### config.mk
export PLATFORM = sky130hd
export DESIGN_NAME = msw_ctrl_regs
export DESIGN_NICKNAME = d
export VERILOG_FILES = /design/src/msw_pkg.sv /design/src/msw_frame_rx.sv /design/src/msw_ctrl_regs.sv
export VERILOG_INCLUDE_DIRS = /design/src
export SDC_FILE = /design/constraint.sdc
export NUM_CORES = 1
export LEC_CHECK = 0
export ABC_AREA = 1
export BUFFER_PORTS_ARGS = -buffer_cell sky130_fd_sc_hd__buf_4
export CORE_ASPECT_RATIO = 0.5
export CORE_MARGIN = 4
export CORE_UTILIZATION = 55
export CTS_BUF_LIST = sky130_fd_sc_hd__clkbuf_4
export DETAILED_ROUTE_END_ITERATION = 16
export PLACE_DENSITY = 0.78
export SYNTH_ARGS = -nofsm -noshare
export SYNTH_HDL_FRONTEND = slang
export SYNTH_HIERARCHICAL = 1
export SYNTH_SLANG_ARGS = --single-unit
### constraint.sdc
create_clock -name clk -period 1.7 [get_ports clk]
set_input_delay 0.425 -clock clk [delete_from_list [all_inputs] [get_ports clk]]
set_output_delay 0.425 -clock clk [all_outputs]
set_load 0.02 [all_outputs]
### src/msw_params.svh
// constants for the mode, supply and watchdog control registers
`ifndef MSW_PARAMS_SVH
`define MSW_PARAMS_SVH
// register addresses, 7 bits
`define MSW_ADDR_MSC 7'h01
`define MSW_ADDR_HW 7'h02
`define MSW_ADDR_WD 7'h03
// reset values
`define MSW_MSC_POR 8'h00
`define MSW_HW_POR 8'h00
`define MSW_WD_POR 8'h14
// writable bit masks, reserved bits clear
`define MSW_HW_WMASK 8'hFB
`define MSW_WD_WMASK 8'hF7
// bits kept by soft reset in the hardware config register
`define MSW_HW_SOFT_KEEP 8'h88
// bits kept on restart, and bits forced set in the watchdog register
`define MSW_MSC_RST_KEEP 8'h23
`define MSW_HW_RST_KEEP 8'hD9
`define MSW_WD_RST_KEEP 8'hB0
`define MSW_WD_RST_SET 8'h04
// field positions
`define MSW_MODE_HI 7
`define MSW_MODE_LO 6
`define MSW_REG2_HI 4
`define MSW_REG2_LO 3
`define MSW_REG3_EN 5
`define MSW_OV_ACT 2
`define MSW_RT_HI 1
`define MSW_RT_LO 0
`define MSW_V_SEL 7
`define MSW_SR_OPT 6
`define MSW_FO_SW 5
`define MSW_UV_KEEP 4
`define MSW_LSHARE 3
`define MSW_LS_STOP 1
`define MSW_CFG 0
`define MSW_WD_CSUM 7
`define MSW_WD_STOPD 6
`define MSW_WD_TYPE 5
`define MSW_WD_BUSWK 4
`define MSW_WD_PER_HI 2
`define MSW_WD_PER_LO 0
`define MSW_WD_PER_RSVD 3'h7
`define MSW_REG2_OFF 2'h0
// reset output low time after a soft reset, clock cycles
`define MSW_RSTOUT_LOW_CYC 5'h10
// serial frame layout
`define MSW_FRAME_BITS 5'h10
`define MSW_ADDR_BITS 5'h08
// frame field positions once all 16 bits are in
`define MSW_FR_ACC 7
`define MSW_FR_ADDR_HI 6
`define MSW_FR_ADDR_LO 0
`define MSW_FR_DATA_HI 15
`define MSW_FR_DATA_LO 8
// top address bit after the first byte
`define MSW_FR_PEEK_HI 14
`endif

### src/msw_pkg.sv
// types for the mode, supply and watchdog control registers
package msw_pkg;
  typedef enum logic [1:0] {
    MSW_NORMAL = 2'h0,
    MSW_SLEEP = 2'h1,
    MSW_STOP = 2'h2,
    MSW_SOFTRST = 2'h3
  } msw_mode_t;

  typedef struct packed {
    logic sckPrev;
    logic csPrev;
    logic [4:0] bitCnt;
    logic loaded;
    logic [15:0] rx;
    logic [7:0] tx;
    logic sdo;
    logic done;
  } msw_frame_t;

  typedef struct packed {
    logic [7:0] msc;
    logic [7:0] hw;
    logic [7:0] wd;
    logic [4:0] rstOutCnt;
    logic rstOutLow;
    logic foOut;
    logic ovSet;
    logic ovAct;
    logic softPulse;
    logic parityOk;
  } msw_regs_t;
endpackage

### src/msw_frame_rx.sv
// 16-bit serial frame receiver and readback shifter
`timescale 1ns/1ps
`include "msw_params.svh"
module msw_frame_rx (
  input wire logic clk,
  input wire logic reset_n,
  input wire logic spiCsN,
  input wire logic spiSck,
  input wire logic spiSdi,
  input wire logic [7:0] rdData,
  output logic spiSdo,
  output logic [6:0] peekAddr,
  output logic frameDone,
  output logic frameWrite,
  output logic [6:0] frameAddr,
  output logic [7:0] frameData
);
  msw_pkg::msw_frame_t q, d;

  // shift on sck edges while selected, lsb first
  always_comb begin
    d = q;
    d.done = 1'b0;
    d.sckPrev = spiSck;
    d.csPrev = spiCsN;
    if (spiCsN) begin
      d.bitCnt = 5'h00;
      d.loaded = 1'b0;
      d.tx = 8'h00;
      d.sdo = 1'b0;
      d.done = !q.csPrev && (q.bitCnt == `MSW_FRAME_BITS);
    end else begin
      if (spiSck && !q.sckPrev && q.bitCnt != `MSW_FRAME_BITS) begin
        d.rx = {spiSdi, q.rx[15:1]};
        d.bitCnt = q.bitCnt + 5'h01;
      end
      // readback taken before any write lands
      if (q.bitCnt == `MSW_ADDR_BITS && !q.loaded) begin
        d.tx = rdData;
        d.loaded = 1'b1;
      end
      if (!spiSck && q.sckPrev) begin
        d.sdo = q.tx[0];
        d.tx = {1'b0, q.tx[7:1]};
      end
    end
  end

  // state register
  always_ff @(posedge clk or negedge reset_n) begin
    if (!reset_n) begin
      q <= '0;
    end else begin
      q <= d;
    end
  end

  // frame fields: address, access bit, data byte
  assign spiSdo = q.sdo;
  assign peekAddr = q.rx[`MSW_FR_PEEK_HI:`MSW_FR_DATA_LO];
  assign frameDone = q.done;
  assign frameWrite = q.rx[`MSW_FR_ACC];
  assign frameAddr = q.rx[`MSW_FR_ADDR_HI:`MSW_FR_ADDR_LO];
  assign frameData = q.rx[`MSW_FR_DATA_HI:`MSW_FR_DATA_LO];
endmodule

### src/msw_ctrl_regs.sv
// mode, supply and watchdog control register bank
`timescale 1ns/1ps
`include "msw_params.svh"
module msw_ctrl_regs (
  input wire logic clk,
  input wire logic reset_n,
  input wire logic spiCsN,
  input wire logic spiSck,
  input wire logic spiSdi,
  input wire logic restartEnter,
  input wire logic overTemperature,
  input wire logic mainOvEvent,
  input wire logic failureFlag,
  output logic spiSdo,
  output logic [7:0] modeSupplyControl,
  output logic [7:0] hardwareConfigControl,
  output logic [7:0] watchdogControl,
  output logic failureOutputs,
  output logic resetOutputLow,
  output logic mainOvFlagSet,
  output logic mainOvActionReq,
  output logic softResetPulse,
  output logic wdParityOk
);
  msw_pkg::msw_regs_t q, d;
  logic [6:0] peekAddr;
  logic [7:0] rdData;
  logic frameDone;
  logic frameWrite;
  logic [6:0] frameAddr;
  logic [7:0] frameData;
  logic wrMsc;
  logic wrHw;
  logic wrWd;
  logic softTrig;
  logic sleepBlocked;

  // register readback by address
  function automatic logic [7:0] readReg(input logic [6:0] a,
                                         input msw_pkg::msw_regs_t r);
    logic [7:0] v;
    v = 8'h00;
    unique case (a)
      `MSW_ADDR_MSC: v = r.msc;
      `MSW_ADDR_HW: v = r.hw;
      `MSW_ADDR_WD: v = r.wd;
      default: v = 8'h00;
    endcase
    return v;
  endfunction

  // readback for the frame in progress
  assign rdData = readReg(peekAddr, q);

  msw_frame_rx uFrame (
    .clk(clk),
    .reset_n(reset_n),
    .spiCsN(spiCsN),
    .spiSck(spiSck),
    .spiSdi(spiSdi),
    .rdData(rdData),
    .spiSdo(spiSdo),
    .peekAddr(peekAddr),
    .frameDone(frameDone),
    .frameWrite(frameWrite),
    .frameAddr(frameAddr),
    .frameData(frameData)
  );

  // write decode, access bit set means write
  always_comb begin
    wrMsc = frameDone && frameWrite && frameAddr == `MSW_ADDR_MSC;
    wrHw = frameDone && frameWrite && frameAddr == `MSW_ADDR_HW;
    wrWd = frameDone && frameWrite && frameAddr == `MSW_ADDR_WD;
    softTrig = wrMsc && frameData[`MSW_MODE_HI:`MSW_MODE_LO] ==
               msw_pkg::MSW_SOFTRST;
    sleepBlocked = frameData[`MSW_MODE_HI:`MSW_MODE_LO] ==
                   msw_pkg::MSW_SLEEP &&
                   q.msc[`MSW_MODE_HI:`MSW_MODE_LO] == msw_pkg::MSW_STOP;
  end

  // next state: writes, then soft reset, over-temperature, restart
  always_comb begin
    d = q;
    d.softPulse = 1'b0;
    // mode, regulator, overvoltage and threshold fields
    if (wrMsc) begin
      d.msc = frameData;
      if (sleepBlocked) begin
        d.msc[`MSW_MODE_HI:`MSW_MODE_LO] = msw_pkg::MSW_STOP;
      end
    end
    // options only store; reserved bit dropped
    if (wrHw) begin
      d.hw = frameData & `MSW_HW_WMASK;
    end
    // watchdog settings stored, reserved bit dropped; reserved period code keeps the old period
    if (wrWd) begin
      d.wd = frameData & `MSW_WD_WMASK;
      if (frameData[`MSW_WD_PER_HI:`MSW_WD_PER_LO] == `MSW_WD_PER_RSVD) begin
        d.wd[`MSW_WD_PER_HI:`MSW_WD_PER_LO] =
          q.wd[`MSW_WD_PER_HI:`MSW_WD_PER_LO];
      end
    end
    // soft reset: mode and watchdog to power-on values, hardware config keeps only kept bits
    if (softTrig) begin
      d.softPulse = 1'b1;
      d.msc = `MSW_MSC_POR;
      d.hw = q.hw & `MSW_HW_SOFT_KEEP;
      d.wd = `MSW_WD_POR;
      if (!q.hw[`MSW_SR_OPT]) begin
        d.rstOutCnt = `MSW_RSTOUT_LOW_CYC;
      end
    end
    // reset output low timer
    if (!softTrig || q.hw[`MSW_SR_OPT]) begin
      if (q.rstOutCnt != 5'h00) begin
        d.rstOutCnt = q.rstOutCnt - 5'h01;
      end
    end
    // over-temperature turns the second regulator off
    if (overTemperature) begin
      d.msc[`MSW_REG2_HI:`MSW_REG2_LO] = `MSW_REG2_OFF;
    end
    // restart values: mode normal, regulator off, sw failure bit cleared
    if (restartEnter) begin
      d.msc = q.msc & `MSW_MSC_RST_KEEP;
      d.hw = q.hw & `MSW_HW_RST_KEEP;
      d.wd = (q.wd & `MSW_WD_RST_KEEP) | `MSW_WD_RST_SET;
    end
    d.rstOutLow = d.rstOutCnt != 5'h00;
    // failure outputs: software bit or a pending failure
    d.foOut = d.hw[`MSW_FO_SW] | failureFlag;
    // overvoltage flag always, action only when enabled
    d.ovSet = mainOvEvent;
    d.ovAct = mainOvEvent & q.msc[`MSW_OV_ACT];
    // even parity over the whole watchdog byte
    d.parityOk = ~^d.wd;
  end

  // state register, power-on values
  always_ff @(posedge clk or negedge reset_n) begin
    if (!reset_n) begin
      q <= '{msc: `MSW_MSC_POR, hw: `MSW_HW_POR, wd: `MSW_WD_POR,
             rstOutCnt: 5'h00, rstOutLow: 1'b0, foOut: 1'b0,
             ovSet: 1'b0, ovAct: 1'b0, softPulse: 1'b0,
             parityOk: ~^`MSW_WD_POR}; // status of the reset value
    end else begin
      q <= d;
    end
  end

  // outputs straight from the state register
  assign modeSupplyControl = q.msc;
  assign hardwareConfigControl = q.hw;
  assign watchdogControl = q.wd;
  assign failureOutputs = q.foOut;
  assign resetOutputLow = q.rstOutLow;
  assign mainOvFlagSet = q.ovSet;
  assign mainOvActionReq = q.ovAct;
  assign softResetPulse = q.softPulse;
  assign wdParityOk = q.parityOk;

  // checks on the register behaviour
  property p_sleepFromStop;
    @(posedge clk) disable iff (!reset_n)
    wrMsc && sleepBlocked && !restartEnter |=>
      modeSupplyControl[`MSW_MODE_HI:`MSW_MODE_LO] == msw_pkg::MSW_STOP;
  endproperty
  a_sleepFromStop: assert property (p_sleepFromStop)
    else $error("sleep entered from stop");

  property p_restartMode;
    @(posedge clk) disable iff (!reset_n)
    restartEnter |=>
      modeSupplyControl[`MSW_MODE_HI:`MSW_MODE_LO] == msw_pkg::MSW_NORMAL &&
      modeSupplyControl[`MSW_REG2_HI:`MSW_REG2_LO] == `MSW_REG2_OFF;
  endproperty
  a_restartMode: assert property (p_restartMode)
    else $error("restart did not force normal mode and regulator off");

  property p_hotReg2Off;
    @(posedge clk) disable iff (!reset_n)
    overTemperature |=>
      modeSupplyControl[`MSW_REG2_HI:`MSW_REG2_LO] == `MSW_REG2_OFF;
  endproperty
  a_hotReg2Off: assert property (p_hotReg2Off)
    else $error("second regulator left on after over-temperature");

  property p_ovFlag;
    @(posedge clk) disable iff (!reset_n)
    mainOvEvent |=> mainOvFlagSet &&
      mainOvActionReq == $past(modeSupplyControl[`MSW_OV_ACT]);
  endproperty
  a_ovFlag: assert property (p_ovFlag)
    else $error("overvoltage flag or action wrong");

  property p_foHold;
    @(posedge clk) disable iff (!reset_n)
    failureFlag |=> failureOutputs;
  endproperty
  a_foHold: assert property (p_foHold)
    else $error("failure outputs released while failure pending");

  property p_foRestart;
    @(posedge clk) disable iff (!reset_n)
    restartEnter && !failureFlag |=>
      !failureOutputs && !hardwareConfigControl[`MSW_FO_SW];
  endproperty
  a_foRestart: assert property (p_foRestart)
    else $error("software failure activation survived restart");

  property p_softRo;
    @(posedge clk) disable iff (!reset_n)
    softTrig && !hardwareConfigControl[`MSW_SR_OPT] |=>
      softResetPulse ##1 resetOutputLow [*8];
  endproperty
  a_softRo: assert property (p_softRo)
    else $error("reset output not held low after soft reset");

  property p_softKeep;
    @(posedge clk) disable iff (!reset_n)
    softTrig && !restartEnter |=>
      hardwareConfigControl ==
        ($past(hardwareConfigControl) & `MSW_HW_SOFT_KEEP) &&
      watchdogControl == `MSW_WD_POR;
  endproperty
  a_softKeep: assert property (p_softKeep)
    else $error("soft reset values wrong");

  property p_parity;
    @(posedge clk) disable iff (!reset_n)
    wdParityOk == ~^watchdogControl;
  endproperty
  a_parity: assert property (p_parity)
    else $error("watchdog parity status wrong");

  property p_reserved;
    @(posedge clk) disable iff (!reset_n)
    (hardwareConfigControl & ~`MSW_HW_WMASK) == 8'h00 &&
    (watchdogControl & ~`MSW_WD_WMASK) == 8'h00 &&
    watchdogControl[`MSW_WD_PER_HI:`MSW_WD_PER_LO] != `MSW_WD_PER_RSVD;
  endproperty
  a_reserved: assert property (p_reserved)
    else $error("reserved bit or period code stored");

  // soft reset clears the mode register and pulses once
  property p_softMode;
    @(posedge clk) disable iff (!reset_n)
    softTrig && !restartEnter |=>
      softResetPulse && modeSupplyControl == `MSW_MSC_POR;
  endproperty
  a_softMode: assert property (p_softMode)
    else $error("soft reset did not clear the mode register");

  // option set: soft reset leaves the reset output alone
  property p_roQuiet;
    @(posedge clk) disable iff (!reset_n)
    softTrig && hardwareConfigControl[`MSW_SR_OPT] && !resetOutputLow |=>
      !resetOutputLow;
  endproperty
  a_roQuiet: assert property (p_roQuiet)
    else $error("reset output pulled low although option set");

  // option bits land as written, reserved bit dropped
  property p_hwStore;
    @(posedge clk) disable iff (!reset_n)
    wrHw && !restartEnter |=>
      hardwareConfigControl == ($past(frameData) & `MSW_HW_WMASK);
  endproperty
  a_hwStore: assert property (p_hwStore)
    else $error("hardware config write not stored");

  // no overvoltage flag or action without an event
  property p_ovQuiet;
    @(posedge clk) disable iff (!reset_n)
    !mainOvEvent |=> !mainOvFlagSet && !mainOvActionReq;
  endproperty
  a_ovQuiet: assert property (p_ovQuiet)
    else $error("overvoltage flag without an event");

  // main scenarios
  c_softReset: cover property (@(posedge clk) disable iff (!reset_n)
    softTrig ##1 softResetPulse);
  c_sleepBlocked: cover property (@(posedge clk) disable iff (!reset_n)
    wrMsc && sleepBlocked);
  c_wdWrite: cover property (@(posedge clk) disable iff (!reset_n)
    wrWd ##1 wdParityOk);
  c_restart: cover property (@(posedge clk) disable iff (!reset_n)
    restartEnter && hardwareConfigControl[`MSW_FO_SW]);
  c_ovAction: cover property (@(posedge clk) disable iff (!reset_n)
    mainOvEvent ##1 mainOvActionReq);
endmodule

==> metrics.txt <==
# TYPE chip_impl_metric gauge
chip_impl_metric{name="fin_crit_sh",unit="%"} 102
chip_impl_info{name="ys.flop_type",value="sky130_fd_sc_hd__dfrtp_1"} 1
chip_impl_metric{name="grt_first_pass_wirelength",unit="um"} 13900
chip_impl_metric{name="setup_ws",unit="ns"} -0.0325
chip_impl_metric{name="avgViaCountPerCell",unit=""} 5.25
chip_impl_metric{name="clkSlewWorstSetupHoldPaths",unit="ns"} 0.13
chip_impl_metric{name="gp_congestion",unit=""} 0.861
chip_impl_info{name="critPathTopFamily",value="simple AND/OR/NAND/NOR gates"} 1
chip_impl_metric{name="synth.net_count",unit=""} 514
chip_impl_metric{name="grt_max_degree",unit=""} 31
chip_impl_metric{name="synth-seq-cells",unit=""} 68
chip_impl_metric{name="placed_cells",unit=""} 593
chip_impl_info{name="path_class",value="reg -> reg"} 1
chip_impl_metric{name="final.setup_skew",unit="ns"} 0.0256
chip_impl_info{name="worst_setup_path_end_kind",value="register"} 1
chip_impl_metric{name="fill_cells",unit=""} 555
chip_impl_metric{name="die-height",unit="um"} 67.6
chip_impl_metric{name="final_hold_viol_count",unit=""} 0
chip_impl_metric{name="post_synth_inst_count",unit=""} 502
chip_impl_metric{name="synthArstFlopShare",unit="%"} 100
chip_impl_metric{name="fin_max_slew_vios",unit=""} 0
chip_impl_metric{name="die_width",unit="um"} 127
chip_impl_metric{name="first_global_vias",unit=""} 2899
chip_impl_metric{name="setup_viol",unit=""} 1
chip_impl_metric{name="drc",unit=""} 0
chip_impl_info{name="crit_top_cell",value="sky130_fd_sc_hd__nand2_1"} 1
chip_impl_metric{name="cp_data_required_time",unit="ns"} 2.10
chip_impl_metric{name="synth_seq_area_share",unit="%"} 43.6
chip_impl_metric{name="final_critical_period",unit="ns"} 1.73
chip_impl_metric{name="port-buffer-count",unit=""} 38
chip_impl_metric{name="initial_antenna_violation_count",unit=""} 0
chip_impl_metric{name="maximum_ir_drop_on_the_vdd_rail",unit="V"} 0.000317
chip_impl_metric{name="worstPathMaxFanout",unit=""} 5
chip_impl_metric{name="top_level_ports",unit=""} 40
chip_impl_metric{name="total_leakage_power",unit="nW"} 2.31
chip_impl_metric{name="grt_overflow_total",unit=""} 0
chip_impl_metric{name="drt_iter0_markers",unit=""} 284
chip_impl_metric{name="design.die.area",unit="um^2"} 8600
chip_impl_metric{name="floorplan.rows",unit=""} 21
chip_impl_metric{name="routed-via-count",unit=""} 3252
chip_impl_metric{name="drt-pass1-iter-count",unit=""} 5
chip_impl_metric{name="drive_gt1_share",unit="%"} 26.2
chip_impl_info{name="outcome",value="finished, violations left"} 1
chip_impl_metric{name="h-tree-depth",unit=""} 3
chip_impl_metric{name="power_per_cell_area",unit="nW/um^2"} 799
chip_impl_metric{name="synthesis.area",unit="um^2"} 3910
chip_impl_metric{name="area_growth",unit="%"} 12.7
chip_impl_metric{name="synth-warning-count",unit=""} 6
chip_impl_metric{name="n_antenna_cell",unit=""} 0
chip_impl_metric{name="synthesis.area_per_instance",unit="um^2"} 7.79
chip_impl_info{name="hold_path.class",value="in -> reg"} 1
chip_impl_metric{name="overall_routed_net_length",unit="um"} 8680
chip_impl_metric{name="max_cap_viol_count",unit=""} 0
chip_impl_metric{name="slowest_delay",unit="ns"} 0.45
chip_impl_metric{name="number_of_non_filler_instances_in_the_completed_layout",unit=""} 619
chip_impl_metric{name="clk-insertion-delay-late",unit="ns"} 0.44
chip_impl_metric{name="detail-route-antenna-nets",unit=""} 0
chip_impl_metric{name="cp_num_buf_inv",unit=""} 1
chip_impl_metric{name="cts_buffer_depth",unit=""} 2
chip_impl_metric{name="report.power.total",unit="mW"} 3.52
chip_impl_info{name="nature_of_the_critical_path_startpoint",value="register"} 1
chip_impl_metric{name="post-dp-hpwl",unit="um"} 6080
chip_impl_metric{name="coreArea",unit="um^2"} 6780
chip_impl_metric{name="nets",unit=""} 534
chip_impl_metric{name="netlist-cell-type-count",unit=""} 42
chip_impl_info{name="worstPathCellList",value="inv_1 > nand2_2 > nor2_4 > nand3_4 > nand2_2 > nand2_1 > nor2_1 > nand3_2 > nand2_1 > nand2_1 > nand2_2 > nand3_1 > nand2_1"} 1
chip_impl_metric{name="grt_util_all_layers",unit="%"} 20.8
chip_impl_metric{name="post_drt_wl_per_cell",unit="um"} 14.0
chip_impl_metric{name="cts.sink_count",unit=""} 68
chip_impl_metric{name="fmax",unit="MHz"} 577
chip_impl_metric{name="synth_edf_count",unit=""} 0
chip_impl_metric{name="start_util",unit="%"} 57.7
chip_impl_info{name="critical-path-slowest-cell",value="sky130_fd_sc_hd__dfrtp_1"} 1
chip_impl_metric{name="fin_tns_setup",unit="ns"} -0.0325
chip_impl_metric{name="tritoncts.num_buffers",unit=""} 9
chip_impl_metric{name="final_core_utilization",unit="%"} 65.0
chip_impl_info{name="clock_tree_from_tritoncts",value="built"} 1
chip_impl_metric{name="arrival",unit="ns"} 2.13
chip_impl_info{name="unrepaired_setup_endpoints_after_global_routing",value="true"} 1
chip_impl_info{name="failed_checks",value="setup timing"} 1
chip_impl_info{name="root_buffer",value="sky130_fd_sc_hd__clkbuf_4"} 1
==> area by class of cell <==
| cell class | instances | area [um^2] | area share [%] |
|---|---|---|---|
| clock buffers | 9 | 67.6 | 1.53 |
| clock inverters | 7 | 91.3 | 2.07 |
| inverters | 58 | 223 | 5.05 |
| multi-input cells | 320 | 1700 | 38.6 |
| flip-flops and latches | 68 | 1710 | 38.8 |
| well taps | 92 | 115 | 2.61 |
| repair buffers | 65 | 503 | 11.4 |
==> routing by layer <==
metal  wire (um)  up-vias  track usage, %
li1            -     1602               -
met1        4120     1527            28.7
met2        3910      109            31.9
met3         540       14            6.16
met4         106        0            6.42
met5           0        -               0
==> state kept, by name, indices dropped and copies added (netlist names) <==
signal                 count
resetOutputLow             1
watchdogControl            8
uFrame/spiSdo              1
uFrame/frameWrite          1
failureOutputs             1
q                          5
softResetPulse             1
modeSupplyControl          8
uFrame/frameData           8
hardwareConfigControl      7
mainOvFlagSet              1
mainOvActionReq            1
uFrame/frameDone           1
uFrame/q                  16
uFrame/frameAddr           7
wdParityOk                 1
==> metrics by stage <==
step / setup slack [ns] / hold WS [ns] / cell area, um^2
2_1_floorplan: 0.0691 / 0.129 / 3920
3_3_place_gp: 0.0795 / 0.373 / 4050
3_5_place_dp: 0.0180 / 0.379 / 4050
4_1_cts: 0.00329 / 0.0864 / 4220
5_1_grt: -0.210 / 0.0623 / 4410
6_report: -0.0325 / 0.113 / 4410
==> path summary, 6_finish.rpt <==
kind	from	to	slack (ns)	depth (start not counted)
setup / recovery	uFrame/frameAddr[2]	wdParityOk	-0.03	13
hold / removal	mainOvEvent	mainOvFlagSet	0.11	1
setup reg to reg	uFrame/frameAddr[2]	wdParityOk	-0.03	13
hold reg to reg	uFrame/q[32]	uFrame/frameDone	0.40	1
max in group asynchronous	reset_n	watchdogControl[2]	0.68	3
min in group asynchronous	reset_n	hardwareConfigControl[1]	0.44	2
==> cell families (layout without fill, tap and decap cells) <==
| family | after synthesis | count (layout) | synth area share (%) |
|---|---|---|---|
| XOR/XNOR | 3 | 3 | 0.672 |
| adder cells (fa/ha/maj) | 3 | 3 | 0.960 |
| other | 1 | 1 | 0.0959 |
| AO/OA/AOI/OAI | 31 | 31 | 5.18 |
| multiplexers | 1 | 1 | 0.256 |
| flip-flops | 68 | 68 | 43.6 |
| buffers and inverters | 116 | 139 | 16.4 |
| AND/OR/NAND/NOR | 279 | 281 | 32.9 |
==> report_power, final <==
group / total (mW) / internal [mW] / switching (mW)
Clock: 1.20 / 0.590 / 0.611
Combinational: 0.550 / 0.192 / 0.358
Sequential: 1.77 / 1.70 / 0.0746
==> placed cells by master (no fill, tap or decap), types with 4 or more instances in the layout <==
cell	count
sky130_fd_sc_hd__nand4_1	25
sky130_fd_sc_hd__clkbuf_4	9
sky130_fd_sc_hd__nor2_2	6
sky130_fd_sc_hd__nand3_2	4
sky130_fd_sc_hd__nand2_1	164
sky130_fd_sc_hd__o211ai_1	4
sky130_fd_sc_hd__nor2_1	19
sky130_fd_sc_hd__buf_4	63
sky130_fd_sc_hd__nand3_1	34
sky130_fd_sc_hd__a21oi_1	4
sky130_fd_sc_hd__nand2_2	9
sky130_fd_sc_hd__inv_2	10
sky130_fd_sc_hd__inv_1	46
sky130_fd_sc_hd__o21ai_0	8
sky130_fd_sc_hd__dfrtp_1	63
==> Yosys cell counts, types with 2 or more instances <==
cell                       number  share of area, %
sky130_fd_sc_hd__a21oi_1        4              0.51
sky130_fd_sc_hd__a32o_1         2              0.51
sky130_fd_sc_hd__buf_1          2              0.19
sky130_fd_sc_hd__buf_2          5              0.64
sky130_fd_sc_hd__buf_4         48               9.2
sky130_fd_sc_hd__buf_6          2              0.58
sky130_fd_sc_hd__dfrtp_1       65                42
sky130_fd_sc_hd__dfstp_2        3               2.0
sky130_fd_sc_hd__ha_1           3              0.96
sky130_fd_sc_hd__inv_1         51               4.9
sky130_fd_sc_hd__inv_2          6              0.58
sky130_fd_sc_hd__nand2_1      170                16
sky130_fd_sc_hd__nand2_2        5              0.80
sky130_fd_sc_hd__nand2_4        2              0.58
sky130_fd_sc_hd__nand3_1       37               4.7
sky130_fd_sc_hd__nand3_4        2              0.90
sky130_fd_sc_hd__nand4_1       25               4.0
sky130_fd_sc_hd__nor2_1        21               2.0
sky130_fd_sc_hd__nor2_2         5              0.80
sky130_fd_sc_hd__nor3_1         3              0.38
sky130_fd_sc_hd__nor4_1         2              0.32
sky130_fd_sc_hd__nor4_2         2              0.64
sky130_fd_sc_hd__o211ai_1       4              0.77
sky130_fd_sc_hd__o21ai_0       10               1.3
sky130_fd_sc_hd__o22ai_1        3              0.48
sky130_fd_sc_hd__o31ai_1        3              0.58
sky130_fd_sc_hd__xor2_1         2              0.45
==> worst register-to-register path: stages, from the launching register on <==
cell	delay, ns
sky130_fd_sc_hd__dfrtp_1	0.45
sky130_fd_sc_hd__inv_1	0.08
sky130_fd_sc_hd__nand2_2	0.08
sky130_fd_sc_hd__nor2_4	0.16
sky130_fd_sc_hd__nand3_4	0.12
sky130_fd_sc_hd__nand2_2	0.10
sky130_fd_sc_hd__nand2_1	0.07
sky130_fd_sc_hd__nor2_1	0.16
sky130_fd_sc_hd__nand3_2	0.11
sky130_fd_sc_hd__nand2_1	0.09
sky130_fd_sc_hd__nand2_1	0.06
sky130_fd_sc_hd__nand2_2	0.07
sky130_fd_sc_hd__nand3_1	0.06
sky130_fd_sc_hd__nand2_1	0.07
==> timing repair <==
item	in CTS	in global routing
setup endpoints to repair	0	33
endpoints found under the hold margin	27	0
resized for setup	0	33
setup buffers	0	7
hold buffers	1	0
(Power assumes the default switching activity.)
